--- src/core/ssc_pkg.sv ---
// Purpose: Shared constants for the spread selection serial configuration block
// Assumes: 40 MHz core clock, two-wire target sampled on that clock
// Notes:   Lookup entries pack {center_flag, percent_in_hundredths[9:0]}
package ssc_pkg;

  // Serial target addresses (write, read)
  localparam logic [7:0] WR_ADDR = 8'hd4;
  localparam logic [7:0] RD_ADDR = 8'hd5;

  // Register indices of the three mapped bytes
  localparam logic [7:0] IDX_CTRL  = 8'h00;
  localparam logic [7:0] IDX_OUTS  = 8'h01;
  localparam logic [7:0] IDX_RSVD  = 8'h02;

  // Reset values
  localparam logic [7:0] CTRL_RST  = 8'h86;
  localparam logic [7:0] OUTS_RST  = 8'hcf;
  localparam logic [7:0] RSVD_RST  = 8'hff;
  localparam logic [7:0] COUNT_RST = 8'h03;

  // Writable masks
  localparam logic [7:0] OUTS_WMASK = 8'hcc;
  localparam logic [7:0] RSVD_WMASK = 8'h7f;

  // Control byte field positions
  localparam int CTRL_SW_SEL  = 0;
  localparam int CTRL_SPR_EN  = 1;
  localparam int CTRL_PD_LOW  = 2;
  localparam int CTRL_CODE4   = 3;
  localparam int CTRL_CODE3   = 4;
  localparam int CTRL_CODE2   = 5;
  localparam int CTRL_CODE1   = 6;
  localparam int CTRL_CODE0   = 7;

  // Output byte field positions
  localparam int OUTS_REF_EN   = 7;
  localparam int OUTS_REF_SLEW = 6;
  localparam int OUTS_STRAP_HI = 5;
  localparam int OUTS_STRAP_LO = 4;
  localparam int OUTS_CLK_SLEW = 3;
  localparam int OUTS_CLK_EN   = 2;

  // Power-down entry bound; met by the two-flop sync
  localparam int PD_MAX_LATENCY_NS = 1800000;
  localparam int CLK_PERIOD_NS     = 25;
  localparam int PD_MAX_CYCLES     = PD_MAX_LATENCY_NS / CLK_PERIOD_NS;

  // Strap capture waits for the pin synchroniser to fill
  localparam logic [1:0] STRAP_WAIT = 2'h2;

  // Fixed 32-entry selection table
  localparam logic [10:0] SPREAD_ROM [32] = '{
    11'h03c, 11'h050, 11'h064, 11'h07d, 11'h096, 11'h0c8, 11'h432, 11'h464,
    11'h03c, 11'h064, 11'h050, 11'h41e, 11'h096, 11'h0af, 11'h0c8, 11'h0fa,
    11'h12c, 11'h07d, 11'h428, 11'h432, 11'h446, 11'h464, 11'h478, 11'h496,
    11'h03c, 11'h050, 11'h064, 11'h07d, 11'h096, 11'h0c8, 11'h432, 11'h464
  };

  typedef enum logic [2:0] {
    ST_IDLE   = 3'b000,
    ST_RX     = 3'b001,
    ST_RXEND  = 3'b010,
    ST_ACK    = 3'b011,
    ST_TX     = 3'b100,
    ST_RACK   = 3'b101,
    ST_IGNORE = 3'b110
  } ssc_state_e;

  typedef enum logic [1:0] {
    ROLE_ADDR  = 2'b00,
    ROLE_INDEX = 2'b01,
    ROLE_COUNT = 2'b10,
    ROLE_DATA  = 2'b11
  } ssc_role_e;

endpackage

--- src/core/ssc_serial_config.sv ---
// Purpose: Two-wire configuration target and selection logic of a spread clock generator
// Assumes: core_clk far faster than the serial clock; straps valid at reset release
// Notes:   Analog modulation is outside; this block presents the selected table entry
//
// Behaviour
// - Start opens, stop closes one indexed transaction
// - Acknowledge matching write address after start
// - Index byte acknowledged and loaded as pointer
// - Count byte acknowledged; expect that many bytes
// - Acknowledge, store, advance pointer per data byte
// - Fixed 32-entry table by 5-bit code
// - Low three code bits only from register
// - Code bits 3,4 from latched straps
// - Straps drive upper bits until software select
// - Low code bits reset to 001
// - Strap 10 yields 27 MHz, 1.25% down
// - Other strap pairs give their documented modes
// - Shared pins: strap inputs, then clock outputs
// - Power-down input acts asynchronously, stops clocks
// - Low-power entry within maximum latency
// - Read: count byte, then consecutive register bytes
`timescale 1ns/1ps
module ssc_serial_config (
  // Clock and reset
  input  wire logic        core_clk,
  input  wire logic        rst_n,
  // Serial bus
  input  wire logic        serial_clock_in,
  input  wire logic        serial_data_line_in,
  output logic             serial_data_line_out,
  output logic             serial_data_line_oe,
  // Shared pin 4: strap in, modulated clock out
  input  wire logic        strap_select_low,
  output logic             modulated_clock_out,
  output logic             modulated_clock_oe,
  // Shared pin 5: strap in, reference clock out
  input  wire logic        strap_select_high,
  output logic             reference_clock_out,
  output logic             reference_clock_oe,
  // Reference and power-down
  input  wire logic        reference_clock_in,
  input  wire logic        power_down_n,
  // Selection toward the analog modulator
  output logic [4:0]       spread_code,
  output logic             spread_center,
  output logic [9:0]       spread_pct_hundredths,
  output logic             spread_enable,
  output logic             low_power
);

  typedef struct packed {
    logic [1:0]  scl_s;
    logic        scl_d;
    logic [1:0]  sda_s;
    logic        sda_d;
    logic [1:0]  pd_s;
    logic [1:0]  ref_s;
    logic [1:0]  slo_s;
    logic [1:0]  shi_s;
    logic [1:0]  cap_cnt;
    logic        strap_done;
    logic        strap_lo;
    logic        strap_hi;
    ssc_pkg::ssc_state_e st;
    ssc_pkg::ssc_role_e  role;
    logic        rd;
    logic        tx_count;
    logic        ack;
    logic [2:0]  bitcnt;
    logic [7:0]  shreg;
    logic [7:0]  ptr;
    logic [7:0]  left;
    logic [7:0]  cnt;
    logic        sda_oe;
    logic [7:0]  ctrl;
    logic [7:0]  outs;
    logic [7:0]  rsvd;
    logic [4:0]  code;
    logic [10:0] entry;
    logic        clk_out;
  } ssc_state_s;

  ssc_state_s s_q;
  ssc_state_s s_d;

  logic       scl_rise;
  logic       scl_fall;
  logic       start_cond;
  logic       stop_cond;
  logic [7:0] rx_byte;
  logic [7:0] rd_byte;
  logic       pd_active;

  // Edge detectors read only the second sync stage and later
  assign scl_rise   = s_q.scl_s[1] & ~s_q.scl_d;
  assign scl_fall   = ~s_q.scl_s[1] & s_q.scl_d;
  assign start_cond = s_q.scl_s[1] & s_q.scl_d & s_q.sda_d & ~s_q.sda_s[1];
  assign stop_cond  = s_q.scl_s[1] & s_q.scl_d & ~s_q.sda_d & s_q.sda_s[1];
  assign rx_byte    = {s_q.shreg[6:0], s_q.sda_s[1]};

  always_comb begin
    unique case (s_q.ptr)
      ssc_pkg::IDX_CTRL: rd_byte = s_q.ctrl;
      ssc_pkg::IDX_OUTS: rd_byte = {s_q.outs[7:6], s_q.strap_hi, s_q.strap_lo,
                                    s_q.outs[3:0]};
      ssc_pkg::IDX_RSVD: rd_byte = s_q.rsvd;
      default:           rd_byte = 8'h00;
    endcase
  end

  always_comb begin
    s_d = s_q;
    s_d.scl_s = {s_q.scl_s[0], serial_clock_in};
    s_d.sda_s = {s_q.sda_s[0], serial_data_line_in};
    s_d.scl_d = s_q.scl_s[1];
    s_d.sda_d = s_q.sda_s[1];
    s_d.pd_s  = {s_q.pd_s[0], ~power_down_n};
    s_d.ref_s = {s_q.ref_s[0], reference_clock_in};
    s_d.slo_s = {s_q.slo_s[0], strap_select_low};
    s_d.shi_s = {s_q.shi_s[0], strap_select_high};

    // Straps sampled once while pins are still inputs
    if (!s_q.strap_done) begin
      if (s_q.cap_cnt == ssc_pkg::STRAP_WAIT) begin
        s_d.strap_done = 1'b1;
        s_d.strap_lo   = s_q.slo_s[1];
        s_d.strap_hi   = s_q.shi_s[1];
      end else begin
        s_d.cap_cnt = s_q.cap_cnt + 2'h1;
      end
    end

    if (stop_cond) begin
      s_d.st     = ssc_pkg::ST_IDLE;
      s_d.sda_oe = 1'b0;
    end else if (start_cond) begin
      s_d.st     = ssc_pkg::ST_RX;
      s_d.role   = ssc_pkg::ROLE_ADDR;
      s_d.bitcnt = 3'h0;
      s_d.sda_oe = 1'b0;
    end else begin
      unique case (s_q.st)
        ssc_pkg::ST_IDLE, ssc_pkg::ST_IGNORE: s_d.sda_oe = 1'b0;
        ssc_pkg::ST_RX: if (scl_rise) begin
          s_d.shreg  = rx_byte;
          s_d.bitcnt = s_q.bitcnt + 3'h1;
          if (s_q.bitcnt == 3'h7) begin
            s_d.st  = ssc_pkg::ST_RXEND;
            s_d.ack = 1'b1;
            unique case (s_q.role)
              ssc_pkg::ROLE_ADDR: begin
                if (rx_byte == ssc_pkg::WR_ADDR) begin
                  s_d.rd   = 1'b0;
                  s_d.role = ssc_pkg::ROLE_INDEX;
                end else if (rx_byte == ssc_pkg::RD_ADDR) begin
                  s_d.rd       = 1'b1;
                  s_d.tx_count = 1'b1;
                end else begin
                  s_d.ack = 1'b0;
                end
              end
              ssc_pkg::ROLE_INDEX: begin
                s_d.ptr  = rx_byte;
                s_d.role = ssc_pkg::ROLE_COUNT;
              end
              ssc_pkg::ROLE_COUNT: begin
                s_d.cnt  = rx_byte;
                s_d.left = rx_byte;
                s_d.role = ssc_pkg::ROLE_DATA;
              end
              ssc_pkg::ROLE_DATA: begin
                // Bytes beyond the announced count are refused
                if (s_q.left == 8'h00) begin
                  s_d.ack = 1'b0;
                end else begin
                  s_d.left = s_q.left - 8'h01;
                  s_d.ptr  = s_q.ptr + 8'h01;
                  unique case (s_q.ptr)
                    ssc_pkg::IDX_CTRL: s_d.ctrl = rx_byte;
                    ssc_pkg::IDX_OUTS: s_d.outs = (s_q.outs & ~ssc_pkg::OUTS_WMASK)
                                                | (rx_byte & ssc_pkg::OUTS_WMASK);
                    ssc_pkg::IDX_RSVD: s_d.rsvd = (s_q.rsvd & ~ssc_pkg::RSVD_WMASK)
                                                | (rx_byte & ssc_pkg::RSVD_WMASK);
                    default: ;
                  endcase
                end
              end
            endcase
          end
        end
        ssc_pkg::ST_RXEND: if (scl_fall) begin
          s_d.sda_oe = s_q.ack;
          s_d.st     = s_q.ack ? ssc_pkg::ST_ACK : ssc_pkg::ST_IGNORE;
        end
        ssc_pkg::ST_ACK: if (scl_fall) begin
          s_d.bitcnt = 3'h0;
          if (s_q.rd) begin
            // Count goes first, then register bytes from the pointer
            s_d.shreg    = s_q.tx_count ? s_q.cnt : rd_byte;
            s_d.sda_oe   = s_q.tx_count ? ~s_q.cnt[7] : ~rd_byte[7];
            s_d.ptr      = s_q.tx_count ? s_q.ptr : s_q.ptr + 8'h01;
            s_d.tx_count = 1'b0;
            s_d.st       = ssc_pkg::ST_TX;
          end else begin
            s_d.sda_oe = 1'b0;
            s_d.st     = ssc_pkg::ST_RX;
          end
        end
        ssc_pkg::ST_TX: if (scl_fall) begin
          if (s_q.bitcnt == 3'h7) begin
            s_d.sda_oe = 1'b0;
            s_d.st     = ssc_pkg::ST_RACK;
          end else begin
            s_d.bitcnt = s_q.bitcnt + 3'h1;
            s_d.shreg  = {s_q.shreg[6:0], 1'b0};
            s_d.sda_oe = ~s_q.shreg[6];
          end
        end
        ssc_pkg::ST_RACK: begin
          if (scl_rise) begin
            s_d.ack = ~s_q.sda_s[1];
          end
          if (scl_fall) begin
            s_d.st = ssc_pkg::ST_IGNORE;
            if (s_q.ack) begin
              // Ninth clock has already ended, so the next byte loads at once
              s_d.bitcnt = 3'h0;
              s_d.shreg  = rd_byte;
              s_d.sda_oe = ~rd_byte[7];
              s_d.ptr    = s_q.ptr + 8'h01;
              s_d.st     = ssc_pkg::ST_TX;
            end
          end
        end
        default: s_d.st = ssc_pkg::ST_IDLE;
      endcase
    end

    // Upper bits follow straps until software selection is set
    s_d.code = {s_q.ctrl[ssc_pkg::CTRL_SW_SEL] ? s_q.ctrl[ssc_pkg::CTRL_CODE4]
                                                : s_q.strap_hi,
                s_q.ctrl[ssc_pkg::CTRL_SW_SEL] ? s_q.ctrl[ssc_pkg::CTRL_CODE3]
                                                : s_q.strap_lo,
                s_q.ctrl[ssc_pkg::CTRL_CODE2],
                s_q.ctrl[ssc_pkg::CTRL_CODE1],
                s_q.ctrl[ssc_pkg::CTRL_CODE0]};
    s_d.entry   = ssc_pkg::SPREAD_ROM[s_q.code];
    s_d.clk_out = s_q.ref_s[1] & ~s_q.pd_s[1];
  end

  always_ff @(posedge core_clk) begin
    if (!rst_n) begin
      s_q          <= '0;
      s_q.scl_s    <= 2'h3;
      s_q.scl_d    <= 1'b1;
      s_q.sda_s    <= 2'h3;
      s_q.sda_d    <= 1'b1;
      s_q.st       <= ssc_pkg::ST_IDLE;
      s_q.role     <= ssc_pkg::ROLE_ADDR;
      s_q.cnt      <= ssc_pkg::COUNT_RST;
      s_q.ctrl     <= ssc_pkg::CTRL_RST;
      s_q.outs     <= ssc_pkg::OUTS_RST;
      s_q.rsvd     <= ssc_pkg::RSVD_RST;
    end else begin
      s_q <= s_d;
    end
  end

  // Raw pin gates the drivers so power-down needs no clock edge
  assign pd_active = ~power_down_n | s_q.pd_s[1];

  always_comb begin
    serial_data_line_out  = 1'b0;
    serial_data_line_oe   = s_q.sda_oe;
    modulated_clock_out   = s_q.clk_out & ~pd_active;
    reference_clock_out   = s_q.clk_out & ~pd_active;
    // In power-down the pins float or are held low per control bit
    modulated_clock_oe    = s_q.strap_done & (pd_active ? s_q.ctrl[ssc_pkg::CTRL_PD_LOW]
                                             : s_q.outs[ssc_pkg::OUTS_CLK_EN]);
    reference_clock_oe    = s_q.strap_done & (pd_active ? s_q.ctrl[ssc_pkg::CTRL_PD_LOW]
                                             : s_q.outs[ssc_pkg::OUTS_REF_EN]);
    spread_code           = s_q.code;
    spread_center         = s_q.entry[10];
    spread_pct_hundredths = s_q.entry[9:0];
    spread_enable         = s_q.ctrl[ssc_pkg::CTRL_SPR_EN];
    low_power             = s_q.pd_s[1];
  end

endmodule

--- config.mk ---
export PLATFORM = sky130hd
export DESIGN_NAME = ssc_serial_config
export DESIGN_NICKNAME = d
export VERILOG_FILES = /design/src/core/ssc_pkg.sv /design/src/core/ssc_serial_config.sv
export SDC_FILE = /design/constraint.sdc
export NUM_CORES = 1
export LEC_CHECK = 0
export ABC_AREA = 0
export CAP_MARGIN = 40
export CORE_UTILIZATION = 45
export DETAILED_ROUTE_END_ITERATION = 10
export DONT_BUFFER_PORTS = 1
export PLACE_DENSITY_LB_ADDON = 0.05
export SYNTH_ARGS = -nofsm -noshare
export SYNTH_HDL_FRONTEND = slang
export SYNTH_SLANG_ARGS = --single-unit
--- constraint.sdc ---
create_clock -name core_clk -period 1.82 [get_ports core_clk]
set_input_delay 0.455 -clock core_clk [delete_from_list [all_inputs] [get_ports core_clk]]
set_output_delay 0.455 -clock core_clk [all_outputs]
set_load 0.01 [all_outputs]
* Yosys cells after proc, flatten, opt, wreduce, memory -nomap -nowiden *
Memories as Yosys holds them, arrays and structs flattened. A register that Yosys moved wholly into a read port is not among the register bits.
Index checks and enable logic that the tools add are counted.

storage, ports and cells
  bits in registers = 92
  bits in read-only memories = 352
  word-level logic and storage cells = 219
  memories = 1

cells by class
  $add $sub $neg = 4
  eq/ne operators = 45
  multiplexer cells = 72
  bitwise gates (word level) = 32
  reduce and logical (&&, ||, !) cells = 36

memories
  memory            words  bits a word  read ports  clocked after Yosys merged registers in  write ports  line                      source
  (name not given)  32     11           1           1                                        0            ssc_serial_config.sv:247  s_d.entry = ssc_pkg::SPREAD_ROM[s_q.code];

operators with widths
  kind                  count
  $mux W16              7
  $mux W19              3
  $pmux W8 S3           2
  $reduce_and A8 Y1     6
  $pmux W11 S4          1
  $mux W43              1
  $mux W3               12
  $mux W8               4
  $pmux W8 S2           2
  $ne A3 B3 Y1 const B  10
  $mux W2               13
  $ne A2 B2 Y1 const B  13
  $mux W24              1
  $reduce_and A6 Y1     4
  $mux W11              2
  $reduce_and A10 Y1    2
  $mux W1               18
  $pmux W3 S6           1
  $not A1 Y1            17
  $eq A8 B8 Y1 const B  2
  $logic_not A8 Y1      2
  $reduce_and A7 Y1     2
  $eq A3 B3 Y1 const B  4
  $reduce_and A12 Y1    1
  other kinds (34)      59

* Logic depth before layout (Yosys ltp) *
Gate-level depths: netlist (run 1).

  word-level depth = 16
  mapped depth = 10

* Worst setup path after synthesis (run 1) *
OpenSTA, ideal clock, no wires.

  kind = flip-flop to flip-flop
  from = register s_q[83] (netlist bit)
  to = register s_q, in the netlist rx_byte[5]
  setup time = 0.134 ns
  arrival time = 1.816 ns
  slack = -0.130 ns
  stages on the path, launching flop included = 10
  path buffers = 2
  clock period less this slack = 1.950 ns
  path through = dfxtp_1 buf_4 buf_2 inv_1 ha_1 and3b_1 o2111a_1 nor2b_1 a221oi_1 a211oi_1

between the ends
  longest elaborated chain between the ends = 3
  elaborated cells between the ends (all ways) = 14

RTL lines
  element                                                              line                      source
  from (decl)                                                          ssc_serial_config.sv:83   ssc_state_s s_q;
  $eq A3 B3 Y1, or another cell as far along                           ssc_serial_config.sv:142  unique case (s_q.st)
  $reduce_bool A4 Y1 (no source line) or $ne A2 B2 Y1 (tied branches)  -
  $reduce_and A10 Y1 (no source line)                                  -

Several ways; a longest one is shown, not always the timed one.
A chain may end at the register's enable or synchronous reset.

* Worst setup path after layout (run 1) *
  from = register s_q[84] (netlist bit)
  to = register s_q, in the netlist spread_enable

between the ends
  longest elaborated chain between the ends = 2

RTL lines
  element                             line
  $eq A3 B1 Y1                        ssc_serial_config.sv:142
  $reduce_and A8 Y1 (no source line)  -

No other way between the ends.

==> results.json, run 1 <==
{
  "worst_path_max_delay_cell": "or3b_4",
  "place_inst": 830,
  "place_hpwl_um": 10800,
  "pwr-share-clk_pct": 37.9,
  "min_period_ps": 1790,
  "avgSynthCellArea_um2": 8.51,
  "clkSlewWorstSetupHoldPaths_ps": 70,
  "clockBufferDepth": 2,
  "cpPeakStageDelay_ps": 430,
  "clock_skew_ps": 7.83,
  "path_buf_inv": 2,
  "slew_viol_final": 0,
  "async_flop_share_pct": 0,
  "grt_max_degree": 53,
  "cts_made_buffers": 9,
  "cp_cell_sequence": "buf_12, or3b_4, nor2_8, nand4_2, buf_6, mux2i_1, nand2_1",
  "place_congestion": 0.888,
  "drc_errors": 0,
  "setup_viol": 0,
  "cp.depth": 7,
  "internal_power_mw": 3.46,
  "power_density_mw_per_mm2": 711,
  "crit_required_ps": 2060,
  "cts_root_buf": "clkbuf_16",
  "wl_per_cell_um": 17.7,
  "num_rows": 40,
  "cts_tree": "yes",
  "vdd_drop_max_uv": 552,
  "cp-start-kind": "flop",
  "grt.overflow.total": 0,
  "syn_inst": 647,
  "antenna_found_initial": 0,
  "p_comb_share_pct": 14.5,
  "grt_pass1_wl_um": 24000,
  "ff2ff_path_depth": 7,
  "drt_wl_total_um": 15000,
  "critPathTopFamily": "simple AND/OR/NAND/NOR gates",
  "grt_pass1_vias": 4653,
  "yosys_warnings": 0,
  "synth_edf_count": 0,
  "drt_pass1_iterations": 5,
  "ys.flop_type": "dfxtp_1",
  "worstMarginPinSlew_ps": 560,
  "grt_usage_pct": 24.2,
  "final_core_util_pct": 55.7,
  "max-slew-margin-rel_pct": 62.6,
  "power_frac_seq_pct": 47.7,
  "ys_ff_latch": 97,
  "h-tree-depth": 3,
  "critical_path_class": "flop to flop",
  "leakagePower_nw": 2.68,
  "fill_cells": 1087,
  "hold_depth": 1,
  "num_antenna_cells": 0,
  "seq_area_frac_synth_pct": 35.3,
  "vias": 4950,
  "post_drt_via_cell_ratio": 5.83,
  "area_growth_pct": 21.0,
  "layout-drive-gt1-share_pct": 25.6,
  "die_w_um": 113,
  "core_mm2": 0.0120,
  "layout.cells.non_filler": 849,
  "critPathCaptureType": "flop",
  "syn_area_mm2": 0.00550,
  "design_area_mm2": 0.00666,
  "io-pin-count": 32,
  "fmax_mhz": 559,
  "rsz0062_at_grt": "true",
  "portBuffers": 0,
  "cap_violations": 0,
  "die_h_um": 113,
  "finalCritPeriodShare_pct": 98.2,
  "start_util_pct": 46.0,
  "clock_latency_ps": 350,
  "synthDistinctLibCells": 89,
  "critical_path.max_fanout": 8,
  "dr.first_iter.drc_count": 386,
  "detail-route-antenna-nets": 0,
  "outcome": "finished clean",
  "placed_cell_area_mm2": 0.00610,
  "p_sw_share_pct": 27.0,
  "hold_viol": 0,
  "net-switching-power_mw": 1.28,
  "fp.dieArea_mm2": 0.0127,
  "fin_nets": 725,
  "ctsHoldBuffers": 0,
  "cts.sinks": 97,
  "hold_path.class": "primary input to flop",
  "cp.arrival_ps": 2030
}
-- cell families (layout without fill, tap and decap cells) --
logic type      after synthesis  in the layout  share of synthesized area (%)
other cells                   1              2                         0.0681
buf+inv                      86            140                           7.96
simple gates                218            218                           21.5
flops                        97             97                           35.3
fa+ha+maj                    20             20                           4.55
compound gates              194            194                           25.2
xor+xnor                      9              9                           1.43
mux                          22             22                           4.00
-- metrics by stage --
stage               total power, mW  worst slack (ps)  hold slack, ps  setup TNS (ps)
finish                         4.74              32.1             168               0
global route                   4.93             -22.2             159            -126
CTS                            4.75             -2.98             154           -2.98
detailed placement             2.94             -47.6             397            -153
global placement               2.94             -60.6             393            -322
floorplan                      2.73             0.937             386               0
-- sequential cells by signal, indices dropped and copies added (netlist names) --
register,count
spread_center,1
spread_pct_hundredths,9
s_q,61
serial_data_line_oe,1
rx_byte,8
s_d,10
spread_code,5
spread_enable,1
low_power,1
-- path summary, 6_finish.rpt --
| path | from | end | slack [ps] |
|---|---|---|---|
| max reg2reg | s_q[84] | spread_enable | 30 |
| min reg2reg | s_d[103] | s_d[101] | 410 |
| max | s_q[84] | spread_enable | 30 |
| min | power_down_n | s_d[97] | 170 |
-- power groups by stage --
stage	Combinational [mW]	Clock (mW)	Sequential (mW)
floorplan	0.440	0	2.29
global placement	0.636	0	2.30
detailed placement	0.637	0	2.30
CTS	0.650	1.84	2.25
global route	0.751	1.91	2.27
finish	0.686	1.79	2.26
-- per-layer routing --
layer / GRT usage (%) / share of wire (%) / vias up
met5: 0 / 0 / -
met4: 7.47 / 1.5 / 0
met3: 3.02 / 3.6 / 16
met2: 39.2 / 46 / 112
met1: 33.6 / 49 / 2384
li1: - / - / 2438
-- synth_stat cells, types with 4 or more instances --
cell / count / area (µm²)
a211oi_1: 15 / 113
a21oi_1: 53 / 265
a221oi_1: 5 / 43.8
a222oi_1: 5 / 50.1
a22oi_1: 4 / 30.0
a31oi_1: 6 / 37.5
and2_1: 15 / 93.8
buf_1: 4 / 15.0
buf_2: 11 / 55.1
buf_4: 22 / 165
clkbuf_1: 23 / 86.3
dfxtp_1: 97 / 1940
ha_1: 20 / 250
inv_1: 23 / 86.3
mux2i_1: 22 / 220
nand2_1: 54 / 203
nand2b_1: 17 / 106
nand3_1: 19 / 95.1
nand3b_1: 4 / 30.0
nand4_1: 4 / 25.0
nor2_1: 47 / 176
nor2b_1: 19 / 119
nor3_1: 10 / 50.1
nor3b_1: 4 / 30.0
o211ai_1: 16 / 120
o21ai_0: 26 / 130
o31ai_2: 4 / 50.1
xnor2_1: 5 / 43.8
xor2_1: 4 / 35.0
-- timing repair --
action                                  CTS  global route
endpoints found under the setup margin   15            44
buffers inserted                          0             3
resized for setup                         9            54
pin swaps                                 1            14
-- cell usage in the layout, fill, tap and decap left out, drive strengths merged, types with 10 or more instances in the layout --
cell type,instances
nor3,10
nand2b,17
nor2b,19
o211ai,18
nor2,49
a21oi,54
a211oi,15
buf,100
inv,26
nand2,55
ha,20
dfxtp,97
clkbuf,11
o21ai,29
mux2i,22
nand3,19
and2,15
-- layout make-up --
| type | instances | area (µm²) | area share, % |
|---|---|---|---|
| Multi-Input combinational cell | 465 | 3350 | 50.3 |
| Tap cell | 147 | 184 | 2.76 |
| Timing Repair Buffer | 100 | 815 | 12.2 |
| Inverter | 24 | 90.1 | 1.35 |
| Clock inverter | 5 | 38.8 | 0.582 |
| Clock buffer | 11 | 233 | 3.49 |
| Sequential cell | 97 | 1950 | 29.3 |
(Power assumes the default switching activity.)
==> run 2: changes to the inputs <==
--- a/config.mk
+++ b/config.mk
@@ -6,6 +6,7 @@
 export NUM_CORES = 1
 export LEC_CHECK = 0
 export ABC_AREA = 0
+export ABC_CLOCK_PERIOD_IN_PS = 1820
 export CAP_MARGIN = 40
 export CORE_UTILIZATION = 45
 export DETAILED_ROUTE_END_ITERATION = 10
==> constraint.sdc (replaced) <==
create_clock -name core_clk -period 1.82 [get_ports core_clk]
set_input_delay 0.455 -clock core_clk [delete_from_list [all_inputs] [get_ports core_clk]]
set_output_delay 0.455 -clock core_clk [all_outputs]
set_load 0.02 [all_outputs]
==> run 2 against run 1 <==
  * Sequential share of layout area about the same
  * Final area barely moved
  * Via count rose by 0.22%
  * Flip-flop and latch count unchanged
  * Largest cell class unchanged
  * Largest power group unchanged
==> results.json, run 2 (synthesis results as in run 1) <==
{
  "worst_path_max_delay_cell": "or3b_4",
  "die_w_um": 113,
  "finalCritPeriodShare_pct": 99.4,
  "wl_per_cell_um": 18.2,
  "critical_path_class": "flop to flop",
  "cp.arrival_ps": 2050,
  "layout_common_cells": "92 x dfxtp_1, 89 x buf_4, 54 x nand2_1",
  "drc_errors": 0,
  "fp.dieArea_mm2": 0.0127,
  "grt_usage_pct": 25.3,
  "clock_latency_ps": 350,
  "cpPeakStageDelay_ps": 430,
  "max-slew-margin-rel_pct": 64.7,
  "grt_pass1_vias": 4876,
  "crit_start": "s_q[84]",
  "power_density_mw_per_mm2": 754,
  "layout-drive-gt1-share_pct": 25.6,
  "cp-start-kind": "flop",
  "slew_viol_final": 0,
  "vdd_drop_max_uv": 496,
  "cp_cell_sequence": "buf_6, or3b_4, nor2_8, nand4_2, buf_4, mux2i_2, nand2_1",
  "portBuffers": 0,
  "drt_wl_total_um": 15400,
  "outcome": "finished clean",
  "top_register": "s_q",
  "num_rows": 40,
  "rr_endpoint": "spread_enable",
  "fin_tns_setup_ps": 0,
  "grt.overflow.total": 0,
  "grt_pass1_wl_um": 25200,
  "grt_max_degree": 53,
  "cts_root_buf": "clkbuf_16",
  "cp-endpoint": "spread_enable",
  "largest_register_ffs": 61,
  "detail-route-antenna-nets": 0,
  "final_common_cell": "dfxtp_1",
  "finalWorstSetupSlack_ps": 10.3,
  "num_antenna_cells": 0,
  "path_buf_inv": 2,
  "io-pin-count": 32,
  "hold_path.class": "primary input to flop",
  "clock_skew_ps": 5.42,
  "start_util_pct": 46.0,
  "dr.first_iter.drc_count": 372,
  "r2r_setup_slack_ps": 10,
  "worstMarginPinSlew_ps": 523,
  "fin_nets": 723,
  "ff2ff_path_depth": 7,
  "cap_violations": 0,
  "cts.sinks": 97,
  "antenna_found_initial": 0,
  "h-tree-depth": 3,
  "core_mm2": 0.0120,
  "fmax_mhz": 553,
  "post_drt_via_cell_ratio": 5.86,
  "critical_path.max_fanout": 7,
  "design_area_mm2": 0.00666,
  "cts_made_buffers": 9,
  "layout.cells.non_filler": 846,
  "crit_required_ps": 2060,
  "critPathTopFamily": "simple AND/OR/NAND/NOR gates",
  "die_h_um": 113,
  "p_total_mw": 5.02,
  "place_hpwl_um": 11000,
  "place_inst": 830,
  "rsz0062_at_grt": "true",
  "placed_cell_area_mm2": 0.00611,
  "vias": 4961,
  "leakagePower_nw": 2.67,
  "critPathCaptureType": "flop",
  "r2r-start": "s_q[84]",
  "hold_slack_ps": 164,
  "setup_viol": 0,
  "cts_tree": "yes",
  "drt_pass1_iterations": 6,
  "hold_viol": 0,
  "place_congestion": 0.875,
  "post-place-ws_ps": -64.9,
  "clkSlewWorstSetupHoldPaths_ps": 70,
  "area_growth_pct": 21.0,
  "clockBufferDepth": 2,
  "min_period_ps": 1810,
  "cp.depth": 7,
  "final_core_util_pct": 55.7
}
run 2: changes by cell type in the layout (fill, tap and decap cells not counted), sizes merged:
cell,delta
buf,-2
bufinv,+2
clkinv,-2
clkbuf,-1
clkinvlp,-1
inv,+1
run 2: layer usage:
| metal | GRT usage, % | vias to the layer above | routed length (µm) |
|---|---|---|---|
| met3 | 5.40 | 21 | 790 |
| met4 | 10.6 | 0 | 326 |
| met1 | 34.0 | 2394 | 7310 |
| met2 | 39.4 | 116 | 6970 |
| met5 | 0 | - | 0 |
| li1 | - | 2430 | - |
run 2: layout make-up:
class | instances | area [µm²]
fillers | 1118 | 5300
multi-input cells | 465 | 3320
flip-flops and latches | 97 | 1950
repair buffers | 98 | 800
clock buffers | 10 | 229
well taps | 147 | 184
inverters | 24 | 90.1
clock inverters | 5 | 86.3
run 2: worst min path at each step:
stage               cells after the start         end         start
global route                            1     s_d[97]  power_down_n
detailed placement                      1    s_d[101]      s_d[103]
floorplan                               1  rx_byte[0]      s_d[100]
global placement                        1    s_d[101]      s_d[103]
CTS                                     1     s_d[97]  power_down_n
finish                                  1     s_d[97]  power_down_n
run 2: timing repair:
item | CTS | global route
pin swaps | 1 | 23
endpoints found under the hold margin | 0 | 0
buffers inserted | 0 | 1
resized for setup | 5 | 51
hold buffers | 0 | 0
cloned | 0 | 0
setup endpoints to repair | 19 | 47
run 2: where the power goes:
part           switching [mW]  internal, mW
registers              0.0658          2.20
clock network           0.851          1.21
logic                   0.376         0.315
total                    1.29          3.73
run 2: worst register-to-register path, delay by kind of cell (launching register included):
| family | cells | cell delay [ps] |
|---|---|---|
| flops | 1 | 360 |
| simple gates | 4 | 830 |
| mux | 1 | 190 |
| buf+inv | 2 | 320 |
